[config.mk]
export PLATFORM = sky130hd
export DESIGN_NAME = i2c_master_sequencer
export DESIGN_NICKNAME = d
export VERILOG_FILES = /design/src/rtl/rx_pair_buffer.v /design/src/rtl/i2c_master_sequencer.v
export VERILOG_INCLUDE_DIRS = /design/src /design/src/rtl
export SDC_FILE = /design/constraint.sdc
export NUM_CORES = 1
export LEC_CHECK = 0
export ABC_AREA = 1
export BUFFER_PORTS_ARGS = -buffer_cell sky130_fd_sc_hd__buf_4
export CAP_MARGIN = 20
export CORE_AREA = 2 2 89 91
export CTS_BUF_LIST = sky130_fd_sc_hd__clkbuf_8
export DETAILED_ROUTE_END_ITERATION = 12
export DIE_AREA = 0 0 91 93
export PLACE_DENSITY = 0.85
export SLEW_MARGIN = 20
export SYNTH_ARGS = -nofsm -noshare
export SYNTH_HDL_FRONTEND = slang
export SYNTH_SLANG_ARGS = --single-unit
[constraint.sdc]
create_clock -name clk -period 2.2 [get_ports clk]
set_input_delay 0.33 -clock clk [delete_from_list [all_inputs] [get_ports clk]]
set_output_delay 0.33 -clock clk [all_outputs]
set_load 0.02 [all_outputs]
[src/rtl/i2c_master_sequencer_regs.vh]
// Constants for the two-wire master sequencer.
// Assumes inclusion by bare name from the rtl/ folder.
`ifndef I2C_MASTER_SEQUENCER_REGS_VH
`define I2C_MASTER_SEQUENCER_REGS_VH

// Baud reload field, bits 7:0
`define BAUD_MSB 7
`define BAUD_W 8
// Index of the last data bit and of the acknowledge bit time
`define LAST_DATA_BIT 4'h7
`define ACK_BIT 4'h8
// Receive buffer depth
`define RX_DEPTH 2
// Reset values
`define BYTE_RESET 8'h00
`define CNT_RESET 8'h00

`endif

[src/rtl/rx_pair_buffer.v]
// Two-entry receive buffer with valid and ready on both sides.
// Assumes a single clock; pushes only while in_ready is high.
`timescale 1ns/1ns
`default_nettype none
`include "i2c_master_sequencer_regs.vh"

module rx_pair_buffer (
   input wire clk,
   input wire rst_n,
   input wire in_valid,
   output wire in_ready,
   input wire [7:0] in_data,
   output wire out_valid,
   input wire out_ready,
   output wire [7:0] out_data
);
   reg [7:0] head_r;
   reg [7:0] tail_r;
   reg head_v_r;
   reg tail_v_r;
   wire push;
   wire pop;

   // Output words come straight from the head register
   assign out_data = head_r;
   assign out_valid = head_v_r;
   assign in_ready = ~tail_v_r;
   assign push = in_valid & ~tail_v_r;
   assign pop = head_v_r & out_ready;

   always @(posedge clk or negedge rst_n) begin
      if (!rst_n) begin
         head_r <= `BYTE_RESET;
         tail_r <= `BYTE_RESET;
         head_v_r <= 1'b0;
         tail_v_r <= 1'b0;
      end else begin
         if (pop) begin
            // Tail moves up; no push lands in the same cycle, since in_ready is low while the tail is full
            if (tail_v_r) begin
               head_r <= tail_r;
               tail_v_r <= 1'b0;
               if (push) begin
                  tail_r <= in_data;
                  tail_v_r <= 1'b1;
               end
            end else if (push) begin
               head_r <= in_data;
            end else begin
               head_v_r <= 1'b0;
            end
         end else if (push) begin
            if (head_v_r) begin
               tail_r <= in_data;
               tail_v_r <= 1'b1;
            end else begin
               head_r <= in_data;
               head_v_r <= 1'b1;
            end
         end
      end
   end
endmodule // rx_pair_buffer
`default_nettype wire

[src/rtl/i2c_master_sequencer.v]
// Master-side sequencer for a two-wire serial bus: Start, Repeated Start,
// byte transmit with acknowledge capture, byte receive, acknowledge send.
// Assumes clk at 25 MHz; bus pins arrive asynchronous and are synchronised.
`timescale 1ns/1ns
`default_nettype none
`include "i2c_master_sequencer_regs.vh"

module i2c_master_sequencer (
   input wire clk,
   input wire rst_n,
   input wire scl_in,
   output wire scl_out,
   output wire scl_oe,
   input wire sda_in,
   output wire sda_out,
   output wire sda_oe,
   input wire [`BAUD_MSB:0] baud_reload,
   input wire start_set,
   input wire repeated_start_set,
   input wire receive_enable_set,
   input wire ack_sequence_set,
   input wire ack_data_value,
   input wire tx_write,
   input wire [7:0] tx_data,
   output wire [7:0] rx_data,
   output wire rx_valid,
   input wire rx_ready,
   input wire int_clear,
   input wire collision_clear,
   input wire write_collision_clear,
   input wire overflow_clear,
   input wire start_detected_clear,
   output wire start_request,
   output wire repeated_start_request,
   output wire receive_enable,
   output wire ack_sequence_enable,
   output wire start_detected,
   output wire buffer_full,
   output wire write_collision,
   output wire receive_overflow,
   output wire ack_status,
   output wire port_interrupt_flag,
   output wire collision_flag
);
   ////////////////////////////////////////////////////////////////////////
   localparam [3:0] S_IDLE = 4'h0;
   localparam [3:0] S_ST_WAIT = 4'h1;
   localparam [3:0] S_ST_HOLD = 4'h2;
   localparam [3:0] S_RS_SCLLOW = 4'h3;
   localparam [3:0] S_RS_SDAHI = 4'h4;
   localparam [3:0] S_RS_SCLREL = 4'h5;
   localparam [3:0] S_RS_BOTH = 4'h6;
   localparam [3:0] S_RS_SDALOW = 4'h7;
   localparam [3:0] S_B_LOW = 4'h8;
   localparam [3:0] S_B_WAITH = 4'h9;
   localparam [3:0] S_B_HIGH = 4'ha;

   localparam [1:0] M_TX = 2'h0;
   localparam [1:0] M_RX = 2'h1;
   localparam [1:0] M_AK = 2'h2;

   function both_high;
      input a;
      input b;
      begin
         both_high = a & b;
      end
   endfunction

   ////////////////////////////////////////////////////////////////////////
   // Pin synchronisers; only the second stage is read
   reg scl_m_r;
   reg scl_s_r;
   reg sda_m_r;
   reg sda_s_r;
   always @(posedge clk or negedge rst_n) begin
      if (!rst_n) begin
         scl_m_r <= 1'b1;
         scl_s_r <= 1'b1;
         sda_m_r <= 1'b1;
         sda_s_r <= 1'b1;
      end else begin
         scl_m_r <= scl_in;
         scl_s_r <= scl_m_r;
         sda_m_r <= sda_in;
         sda_s_r <= sda_m_r;
      end
   end

   ////////////////////////////////////////////////////////////////////////
   reg [3:0] state_r;
   reg [1:0] mode_r;
   reg [`BAUD_MSB:0] cnt_r;
   reg [3:0] bit_cnt_r;
   reg [7:0] shift_r;
   reg scl_oe_r;
   reg sda_oe_r;
   reg sen_r;
   reg repeated_start_request_r;
   reg receive_enable_r;
   reg ack_sequence_enable_r;
   reg sdet_r;
   reg bf_r;
   reg write_collision_r;
   reg ov_r;
   reg ackst_r;
   reg pif_r;
   reg bcl_r;
   reg push_r;
   wire tick;
   wire counting;
   wire idle;
   wire fifo_in_ready;
   wire pop;

   assign tick = (cnt_r == `CNT_RESET);
   assign idle = (state_r == S_IDLE);
   // Wait states keep the counter halted while the clock line is stretched
   assign counting = (state_r == S_ST_WAIT) | (state_r == S_ST_HOLD) |
      (state_r == S_RS_SDAHI) | (state_r == S_RS_BOTH) |
      (state_r == S_RS_SDALOW) | (state_r == S_B_LOW) | (state_r == S_B_HIGH);
   assign pop = rx_valid & rx_ready;

   rx_pair_buffer u_rx_buf (
      .clk(clk),
      .rst_n(rst_n),
      .in_valid(push_r),
      .in_ready(fifo_in_ready),
      .in_data(shift_r),
      .out_valid(rx_valid),
      .out_ready(rx_ready),
      .out_data(rx_data)
   );

   always @(posedge clk or negedge rst_n) begin
      if (!rst_n) begin
         state_r <= S_IDLE;
         mode_r <= M_TX;
         cnt_r <= `CNT_RESET;
         bit_cnt_r <= 4'h0;
         shift_r <= `BYTE_RESET;
         scl_oe_r <= 1'b0;
         sda_oe_r <= 1'b0;
         sen_r <= 1'b0;
         repeated_start_request_r <= 1'b0;
         receive_enable_r <= 1'b0;
         ack_sequence_enable_r <= 1'b0;
         sdet_r <= 1'b0;
         bf_r <= 1'b0;
         write_collision_r <= 1'b0;
         ov_r <= 1'b0;
         ackst_r <= 1'b0;
         pif_r <= 1'b0;
         bcl_r <= 1'b0;
         push_r <= 1'b0;
      end else begin
         // Clears first, so a set later in this cycle wins
         if (int_clear) pif_r <= 1'b0;
         if (collision_clear) bcl_r <= 1'b0;
         if (write_collision_clear) write_collision_r <= 1'b0;
         if (overflow_clear) ov_r <= 1'b0;
         if (start_detected_clear) sdet_r <= 1'b0;
         if (pop) bf_r <= 1'b0;
         push_r <= 1'b0;
         if (counting && !tick) cnt_r <= cnt_r - 8'h01;

         // Refused write leaves the shift register untouched
         if (tx_write && (!idle || write_collision_r)) write_collision_r <= 1'b1;

         case (state_r)
            S_IDLE: begin
               if (tx_write && !write_collision_r) begin
                  shift_r <= tx_data;
                  bf_r <= 1'b1;
                  bit_cnt_r <= 4'h0;
                  mode_r <= M_TX;
                  scl_oe_r <= 1'b1;
                  sda_oe_r <= ~tx_data[7];
                  cnt_r <= baud_reload;
                  state_r <= S_B_LOW;
               end else if (start_set) begin
                  if (both_high(scl_s_r, sda_s_r)) begin
                     sen_r <= 1'b1;
                     cnt_r <= baud_reload;
                     state_r <= S_ST_WAIT;
                  end else begin
                     bcl_r <= 1'b1;
                  end
               end else if (repeated_start_set) begin
                  repeated_start_request_r <= 1'b1;
                  scl_oe_r <= 1'b1;
                  state_r <= S_RS_SCLLOW;
               end else if (receive_enable_set && fifo_in_ready) begin
                  receive_enable_r <= 1'b1;
                  mode_r <= M_RX;
                  bit_cnt_r <= 4'h0;
                  scl_oe_r <= 1'b1;
                  sda_oe_r <= 1'b0;
                  cnt_r <= baud_reload;
                  state_r <= S_B_LOW;
               end else if (ack_sequence_set) begin
                  ack_sequence_enable_r <= 1'b1;
                  mode_r <= M_AK;
                  scl_oe_r <= 1'b1;
                  sda_oe_r <= ~ack_data_value;
                  cnt_r <= baud_reload;
                  state_r <= S_B_LOW;
               end
            end
            S_ST_WAIT: begin
               if (!scl_s_r || (tick && !sda_s_r)) begin
                  sen_r <= 1'b0;
                  bcl_r <= 1'b1;
                  state_r <= S_IDLE;
               end else if (tick) begin
                  sda_oe_r <= 1'b1;
                  sdet_r <= 1'b1;
                  cnt_r <= baud_reload;
                  state_r <= S_ST_HOLD;
               end
            end
            S_ST_HOLD: begin
               if (tick) begin
                  sen_r <= 1'b0;
                  pif_r <= 1'b1;
                  state_r <= S_IDLE;
               end
            end
            S_RS_SCLLOW: begin
               if (!scl_s_r) begin
                  sda_oe_r <= 1'b0;
                  cnt_r <= baud_reload;
                  state_r <= S_RS_SDAHI;
               end
            end
            S_RS_SDAHI: begin
               if (tick) begin
                  if (sda_s_r) begin
                     scl_oe_r <= 1'b0;
                     state_r <= S_RS_SCLREL;
                  end else begin
                     repeated_start_request_r <= 1'b0;
                     bcl_r <= 1'b1;
                     scl_oe_r <= 1'b0;
                     state_r <= S_IDLE;
                  end
               end
            end
            S_RS_SCLREL: begin
               if (scl_s_r) begin
                  if (!sda_s_r) begin
                     repeated_start_request_r <= 1'b0;
                     bcl_r <= 1'b1;
                     state_r <= S_IDLE;
                  end else begin
                     cnt_r <= baud_reload;
                     state_r <= S_RS_BOTH;
                  end
               end
            end
            S_RS_BOTH: begin
               if (!both_high(scl_s_r, sda_s_r)) begin
                  repeated_start_request_r <= 1'b0;
                  bcl_r <= 1'b1;
                  state_r <= S_IDLE;
               end else if (tick) begin
                  sda_oe_r <= 1'b1;
                  sdet_r <= 1'b1;
                  cnt_r <= baud_reload;
                  state_r <= S_RS_SDALOW;
               end
            end
            S_RS_SDALOW: begin
               if (tick) begin
                  // Counter is not reloaded; it stays at zero while idle
                  scl_oe_r <= 1'b1;
                  repeated_start_request_r <= 1'b0;
                  pif_r <= 1'b1;
                  state_r <= S_IDLE;
               end
            end
            S_B_LOW: begin
               if (tick) begin
                  scl_oe_r <= 1'b0;
                  state_r <= S_B_WAITH;
               end
            end
            S_B_WAITH: begin
               // Another device may stretch the clock low here
               if (scl_s_r) begin
                  cnt_r <= baud_reload;
                  state_r <= S_B_HIGH;
               end
            end
            S_B_HIGH: begin
               if (tick) begin
                  scl_oe_r <= 1'b1;
                  cnt_r <= baud_reload;
                  state_r <= S_B_LOW;
                  case (mode_r)
                     M_TX: begin
                        if (bit_cnt_r == `ACK_BIT) begin
                           ackst_r <= sda_s_r;
                           pif_r <= 1'b1;
                           state_r <= S_IDLE;
                        end else begin
                           bit_cnt_r <= bit_cnt_r + 4'h1;
                           shift_r <= {shift_r[6:0], 1'b0};
                           sda_oe_r <= ~shift_r[6];
                           if (bit_cnt_r == `LAST_DATA_BIT) begin
                              bf_r <= 1'b0;
                              sda_oe_r <= 1'b0;
                           end
                        end
                     end
                     M_RX: begin
                        shift_r <= {shift_r[6:0], sda_s_r};
                        bit_cnt_r <= bit_cnt_r + 4'h1;
                        if (bit_cnt_r == `LAST_DATA_BIT) begin
                           receive_enable_r <= 1'b0;
                           push_r <= 1'b1;
                           bf_r <= 1'b1;
                           pif_r <= 1'b1;
                           if (bf_r && !pop) ov_r <= 1'b1;
                           state_r <= S_IDLE;
                        end
                     end
                     default: begin
                        ack_sequence_enable_r <= 1'b0;
                        pif_r <= 1'b1;
                        state_r <= S_IDLE;
                     end
                  endcase
               end
            end
            default: begin
               state_r <= S_IDLE;
            end
         endcase
      end
   end

   // Pin output levels are always low; only the enables move
   reg scl_out_r;
   reg sda_out_r;
   always @(posedge clk or negedge rst_n) begin
      if (!rst_n) begin
         scl_out_r <= 1'b0;
         sda_out_r <= 1'b0;
      end else begin
         scl_out_r <= 1'b0;
         sda_out_r <= 1'b0;
      end
   end

   ////////////////////////////////////////////////////////////////////////
   assign scl_out = scl_out_r;
   assign sda_out = sda_out_r;
   assign scl_oe = scl_oe_r;
   assign sda_oe = sda_oe_r;
   assign start_request = sen_r;
   assign repeated_start_request = repeated_start_request_r;
   assign receive_enable = receive_enable_r;
   assign ack_sequence_enable = ack_sequence_enable_r;
   assign start_detected = sdet_r;
   assign buffer_full = bf_r;
   assign write_collision = write_collision_r;
   assign receive_overflow = ov_r;
   assign ack_status = ackst_r;
   assign port_interrupt_flag = pif_r;
   assign collision_flag = bcl_r;
endmodule // i2c_master_sequencer
`default_nettype wire

Yosys cells after proc, flatten, opt, wreduce, memory -nomap -nowiden
Index checks and enable logic that the tools add are counted.
Storage, ports and cells
  register bits after elaboration: 62
  bits of input ports: 32
  output and inout bits: 24
  logic and storage cells: 314
Cells by class
  add/subtract/negate cells: 2
  equality and inequality tests: 61
  muxes and demuxes: 165
  bitwise gates (word level): 13
  reduce and logical (&&, ||, !) cells: 46
Operators by type and width (count)
  2-to-1 mux 8 bit: 26
  2-to-1 mux 4 bit: 25
  2-to-1 mux 1 bit: 88
  case mux 8 bit (7 select lines): 1
  != test 2 bit, second input constant: 23
  case mux 4 bit (10 select lines): 1
  case mux 8 bit (2 select lines): 2
  != test 2 x 1 -> 1 bit, second input constant: 14
  case mux 4 bit (2 select lines): 3
  AND reduction 8 bit: 3
  equality test 4 x 3 -> 1 bit, second input constant: 5
  equality test 4 bit, second input constant: 4
  case mux 1 bit (5 select lines): 3
  case mux 1 bit (2 select lines): 7
  AND reduction 4 bit: 3
  AND reduction 11 bit: 1
  2-to-1 mux 2 bit: 5
  AND reduction 10 bit: 1
  AND reduction 5 bit: 2
  nonzero test 2 bit: 5
  nonzero test 5 bit: 2
  != test 3 x 2 -> 1 bit, second input constant: 3
  nonzero test 3 bit: 3
  equality test 4 x 2 -> 1 bit, second input constant: 2
  other kinds (25): 55

Depth between registers and ports, before layout
  word-level depth: 15
  gate-level depth with buffers: 14

Modules after synthesis
Synthesis repeated with hierarchy kept, for this count alone.
Unflattened totals
  cell total of the unflattened synthesis: 678
  area total of the unflattened synthesis: 4563.1 sq um
Modules (own cells, without submodules)
  i2c_master_sequencer: times used 1, cells an instance 569, area each 3658.5 sq um, seq. area each 1106.1 sq um
  rx_pair_buffer: times used 1, cells an instance 109, area each 904.6 sq um, seq. area each 450.4 sq um

Least setup slack after synthesis
Ideal clock, no wire load.
  kind: register to register
  start point: register cnt_r[0]
  end point: register cnt_r[6]
  arrival: 1.785 ns
  data required time: 2.079 ns
  slack: 0.294 ns
  stages on the path, launching flop included: 15
  path buffers: 1
  cells stage by stage: dfrtp_1 -> inv_1 -> ha_1 -> nand2_1 -> nor2_2 -> nand2_2 -> nand2_1 -> buf_6 -> nand3_1 -> nand2_2 -> nand2_1 -> nand2_1 -> nand2_1 -> nor2_1 -> a21oi_2
Between the ends
  cells in the longest elaborated chain, start to end: 10
  elaborated cells on any way between the ends: 21
Ends and longest elaborated chain
  start, declared: RTL line i2c_master_sequencer.v:93  | reg [`BAUD_MSB:0] cnt_r;
  start signal, assigned: RTL line i2c_master_sequencer.v:139  | cnt_r <= `CNT_RESET;
  start signal, assigned: RTL line i2c_master_sequencer.v:165  | if (counting && !tick) cnt_r <= cnt_r - 8'h01;
  start signal, assigned: RTL line i2c_master_sequencer.v:179  | cnt_r <= baud_reload;
  parallel branches: the longest is 9 deep, another holds subtractor 8 x 1 -> 8 bit
  case mux 8 bit (7 select lines) (*): RTL line i2c_master_sequencer.v:170  | case (state_r)
Mark *: on every way between the ends.
A chain may end at the register's enable or synchronous reset.

Final worst setup path
  start point: register cnt_r[0]
  end point: register sda_oe_r, in the netlist sda_oe
Between the ends
  cells in the longest elaborated chain, start to end: 5
  elaborated cells on any way between the ends: 10
Ends and longest elaborated chain
  logical NOT 8 bit (no line) (*)
  logical AND 1 bit: RTL line i2c_master_sequencer.v:211  | if (!scl_s_r || (tick && !sda_s_r)) begin
  logical OR 1 bit: RTL line i2c_master_sequencer.v:211
  != test 2 bit (no line)
  AND reduction 10 bit (no line)
  end signal, assigned: RTL line i2c_master_sequencer.v:178  | sda_oe_r <= ~tx_data[7];
  end signal, assigned: RTL line i2c_master_sequencer.v:205  | sda_oe_r <= ~ack_data_value;
  end signal, assigned: RTL line i2c_master_sequencer.v:309  | sda_oe_r <= ~shift_r[6];
  end, declared: RTL line i2c_master_sequencer.v:97  | reg sda_oe_r;
Mark *: on every way between the ends. The rest lies on a longest branch, timed or not. The select of a mux whose other input is x is not followed.

==> metrics.yaml <==
critical_path:
  worstPathRequired_ns: 2.46
  critPathKind: "flip-flop to flip-flop"
  crit_fanout: 8
  worst_path_largest_cell_delay_ns: 0.41
  slowest_stage: "dfrtp_1"
  worst_setup_path_start_kind: "flip-flop"
  crit_chain: "inv_2 > ha_4 > nand2_1 > nor2_4 > nand2_4 > buf_4 > inv_2 > o21ai_0 > nor4_2 > nand2_1 > o21ai_0"
  arrival_ns: 2.32
  cp-end-kind: "flip-flop"
  rrSetupSlack_ns: 0.14
layout:
  antenna_cells: 0
  fin_area_um2: 5300
  drive_gt1_share_pct: 20.7
  multi_input_area_um2: 2480
  nets: 769
  syn2layout_area_growth_pct: 21.5
  seq_area_um2: 1560
  nFillCells: 631
  layoutNonFillerInstCount: 841
placed_design:
  dp_hpwl_mm: 9.43
  placed_area_um2: 4940
  place_inst: 820
  gp_congestion: 0.993
  portBuffers: 53
synth:
  synth_area_um2: 4360
  synth_cell_types: 40
  yosys_warnings: 0
  ys_async_sr_fraction_pct: 100
  synth_seq_cells: 62
  synth_cells: 663
  avgSynthCellArea_um2: 6.58
  synth_edf_count: 0
  ys.flop_type: "dfrtp_1"
  yosysSeqAreaShare_pct: 35.7
detailed_routing:
  drt_wl_total_mm: 13.1
  via_count: 4877
  routedWlPerCell_um: 15.6
  drc_errors: 0
  drtIter0Drc: 452
  viasPerCell: 5.80
  drt_first_pass_iters: 7
  antenna_left: 0
flow_run:
  maxCapViolations: 0
global_routing:
  first_global_vias: 4553
  grt-ovfl-total: 0
  grt_use_total_pct: 31.7
  antenna_found_initial: 0
  grt_pass1_wl_mm: 21.6
  grt_max_degree: 63
clock_network:
  numCtsBuffers: 9
  cts_max_path_buffers: 2
  ctsRootBufferMaster: "clkbuf_8"
  cts_tree: "done"
  htree_num_levels: 3
  cts.clk_slew.worst_paths_ns: 0.09
  clk_latency_ns: 0.36
  clock-sinks: 62
  cts-hold-fix-buffers: 0
die:
  core.rowCount: 32
  die_area_um2: 8460
  start_util_pct: 57.9
  top_level_ports: 56
  core_region_area_um2: 7530
  fp.dieH_um: 93
  die_w_um: 91
sta:
  hold_viol_final: 0
  fmax_ghz: 0.485
  worst_pin_slew_ns: 0.812
  final.min_clock_period_ns: 2.06
  skew_ns: 0.0165
  setup_viol: 0
  maxSlewViolCount: 0
  max_slew_margin_pct: 45.7
  post-route-period-util_pct: 93.7
pwr:
  peakVddDrop_uv: 876
  powerDensity_nw_per_um2: 1490
  power_mw: 7.92
  p_leak_nw: 2.74
hold_path:
  min_path_type: "input pin to async pin"
run_status:
  status: "completed"
## report_power, final
part           internal (mW)  switching (mW)  leakage, nW
combinational           1.72            3.23         1.86
sequential              1.50           0.278        0.765
clock                  0.654           0.542        0.111
## cells by family after synthesis
group / Yosys count / synth area share [%]
flip-flops: 62 / 35.7
AND/OR/NAND/NOR: 343 / 34.1
adder cells (fa/ha/maj): 3 / 0.861
XOR/XNOR: 5 / 1.00
other: 1 / 0.0860
AO/OA/AOI/OAI: 146 / 18.7
buffers and inverters: 103 / 9.52
## layout by cell type (no fill, tap or decap), drive strengths merged, types with 5 or more instances in the layout
master / Yosys / layout
nand2: 206 / 206
inv: 83 / 87
buf: 7 / 77
nor2: 69 / 69
dfrtp: 58 / 58
o21ai: 58 / 58
a21oi: 55 / 55
nand3: 52 / 52
o211ai: 9 / 9
clkbuf: 11 / 9
a31oi: 8 / 8
nor3: 7 / 7
nand4: 5 / 5
## worst paths after layout
check / endpoint / depth (start not counted) / startpoint
setup / recovery: sda_oe / 11 / cnt_r[0]
hold reg to reg: sda_s_r / 0 / sda_m_r
setup reg to reg: sda_oe / 11 / cnt_r[0]
min in group clk: sda_m_r / 1 / sda_in
max in group asynchronous: state_r[0] / 1 / rst_n
hold / removal: port_interrupt_flag / 1 / rst_n
## critical path: cells and delay by family, from the launching register on
family,cells,cell delay [ns]
simple gates,5,0.82
flops,1,0.41
buf+inv,3,0.36
compound gates,2,0.24
fa+ha+maj,1,0.15
## flip-flops by register name, summed over array words and instances (netlist names), 2 cells and up
name               count
cnt_r                  8
mode_r                 2
bit_cnt_r              4
shift_r                8
u_rx_buf.tail_r        8
u_rx_buf.out_data      8
state_r                4
## stage by stage
step                TNS [ns]  hold WS (ns)  util (%)  setup slack [ns]
floorplan                  0        0.0344         -             0.294
global placement      -0.284         0.346      65.6           -0.0892
detailed placement     -1.12         0.349      65.6            -0.179
CTS                  -0.0633        0.0799      68.8           -0.0295
global route        -0.00192        0.0695      70.4          -0.00192
finish                     0        0.0486      70.4             0.138
## layer usage
layer	global-route usage, %	part of all wire [%]	wire length (um)
met1	42.2	42	5450
met4	12.6	3.4	453
met2	52.3	47	6130
met5	0	0	0
met3	4.67	8.3	1100
## cells in the mapped netlist (2+ instances only)
master	count	area [um^2]
xor2_1	4	35.0
nand3_1	47	235
nand4_1	5	31.3
a31oi_1	8	50.1
nor2_1	62	233
o21ai_0	48	240
buf_2	2	10.0
nand2_2	12	75.1
nor3_1	6	30.0
clkbuf_1	11	41.3
o22ai_1	4	25.0
o21ai_1	10	50.1
o32ai_1	2	17.5
buf_4	3	22.5
inv_1	72	270
nor2_2	5	31.3
a21oi_1	53	265
a21oi_2	2	17.5
o221ai_1	2	17.5
dfrtp_1	58	1450
nor2_4	2	22.5
dfstp_2	4	105
nor4_1	2	12.5
nand2_1	193	724
a211oi_1	2	15.0
nand3_2	5	50.1
clkinv_1	2	7.51
o2111ai_1	4	35.0
o211ai_1	9	67.6
ha_1	3	37.5
buf_6	2	22.5
inv_2	11	41.3
## area by class of cell
| class | count | area share, % |
|---|---|---|
| well taps | 102 | 2.41 |
| repair buffers | 77 | 11.0 |
| clock buffers | 9 | 2.34 |
| flip-flops and latches | 62 | 29.5 |
| multi-input cells | 499 | 46.8 |
| inverters | 85 | 6.02 |
| clock inverters | 7 | 1.94 |
## repair_timing
item | CTS | global route
pin swaps | 0 | 4
setup endpoints to repair | 9 | 26
buffers inserted | 0 | 5
gates resized for setup | 3 | 24
Power figures use the tool's default switching activity.
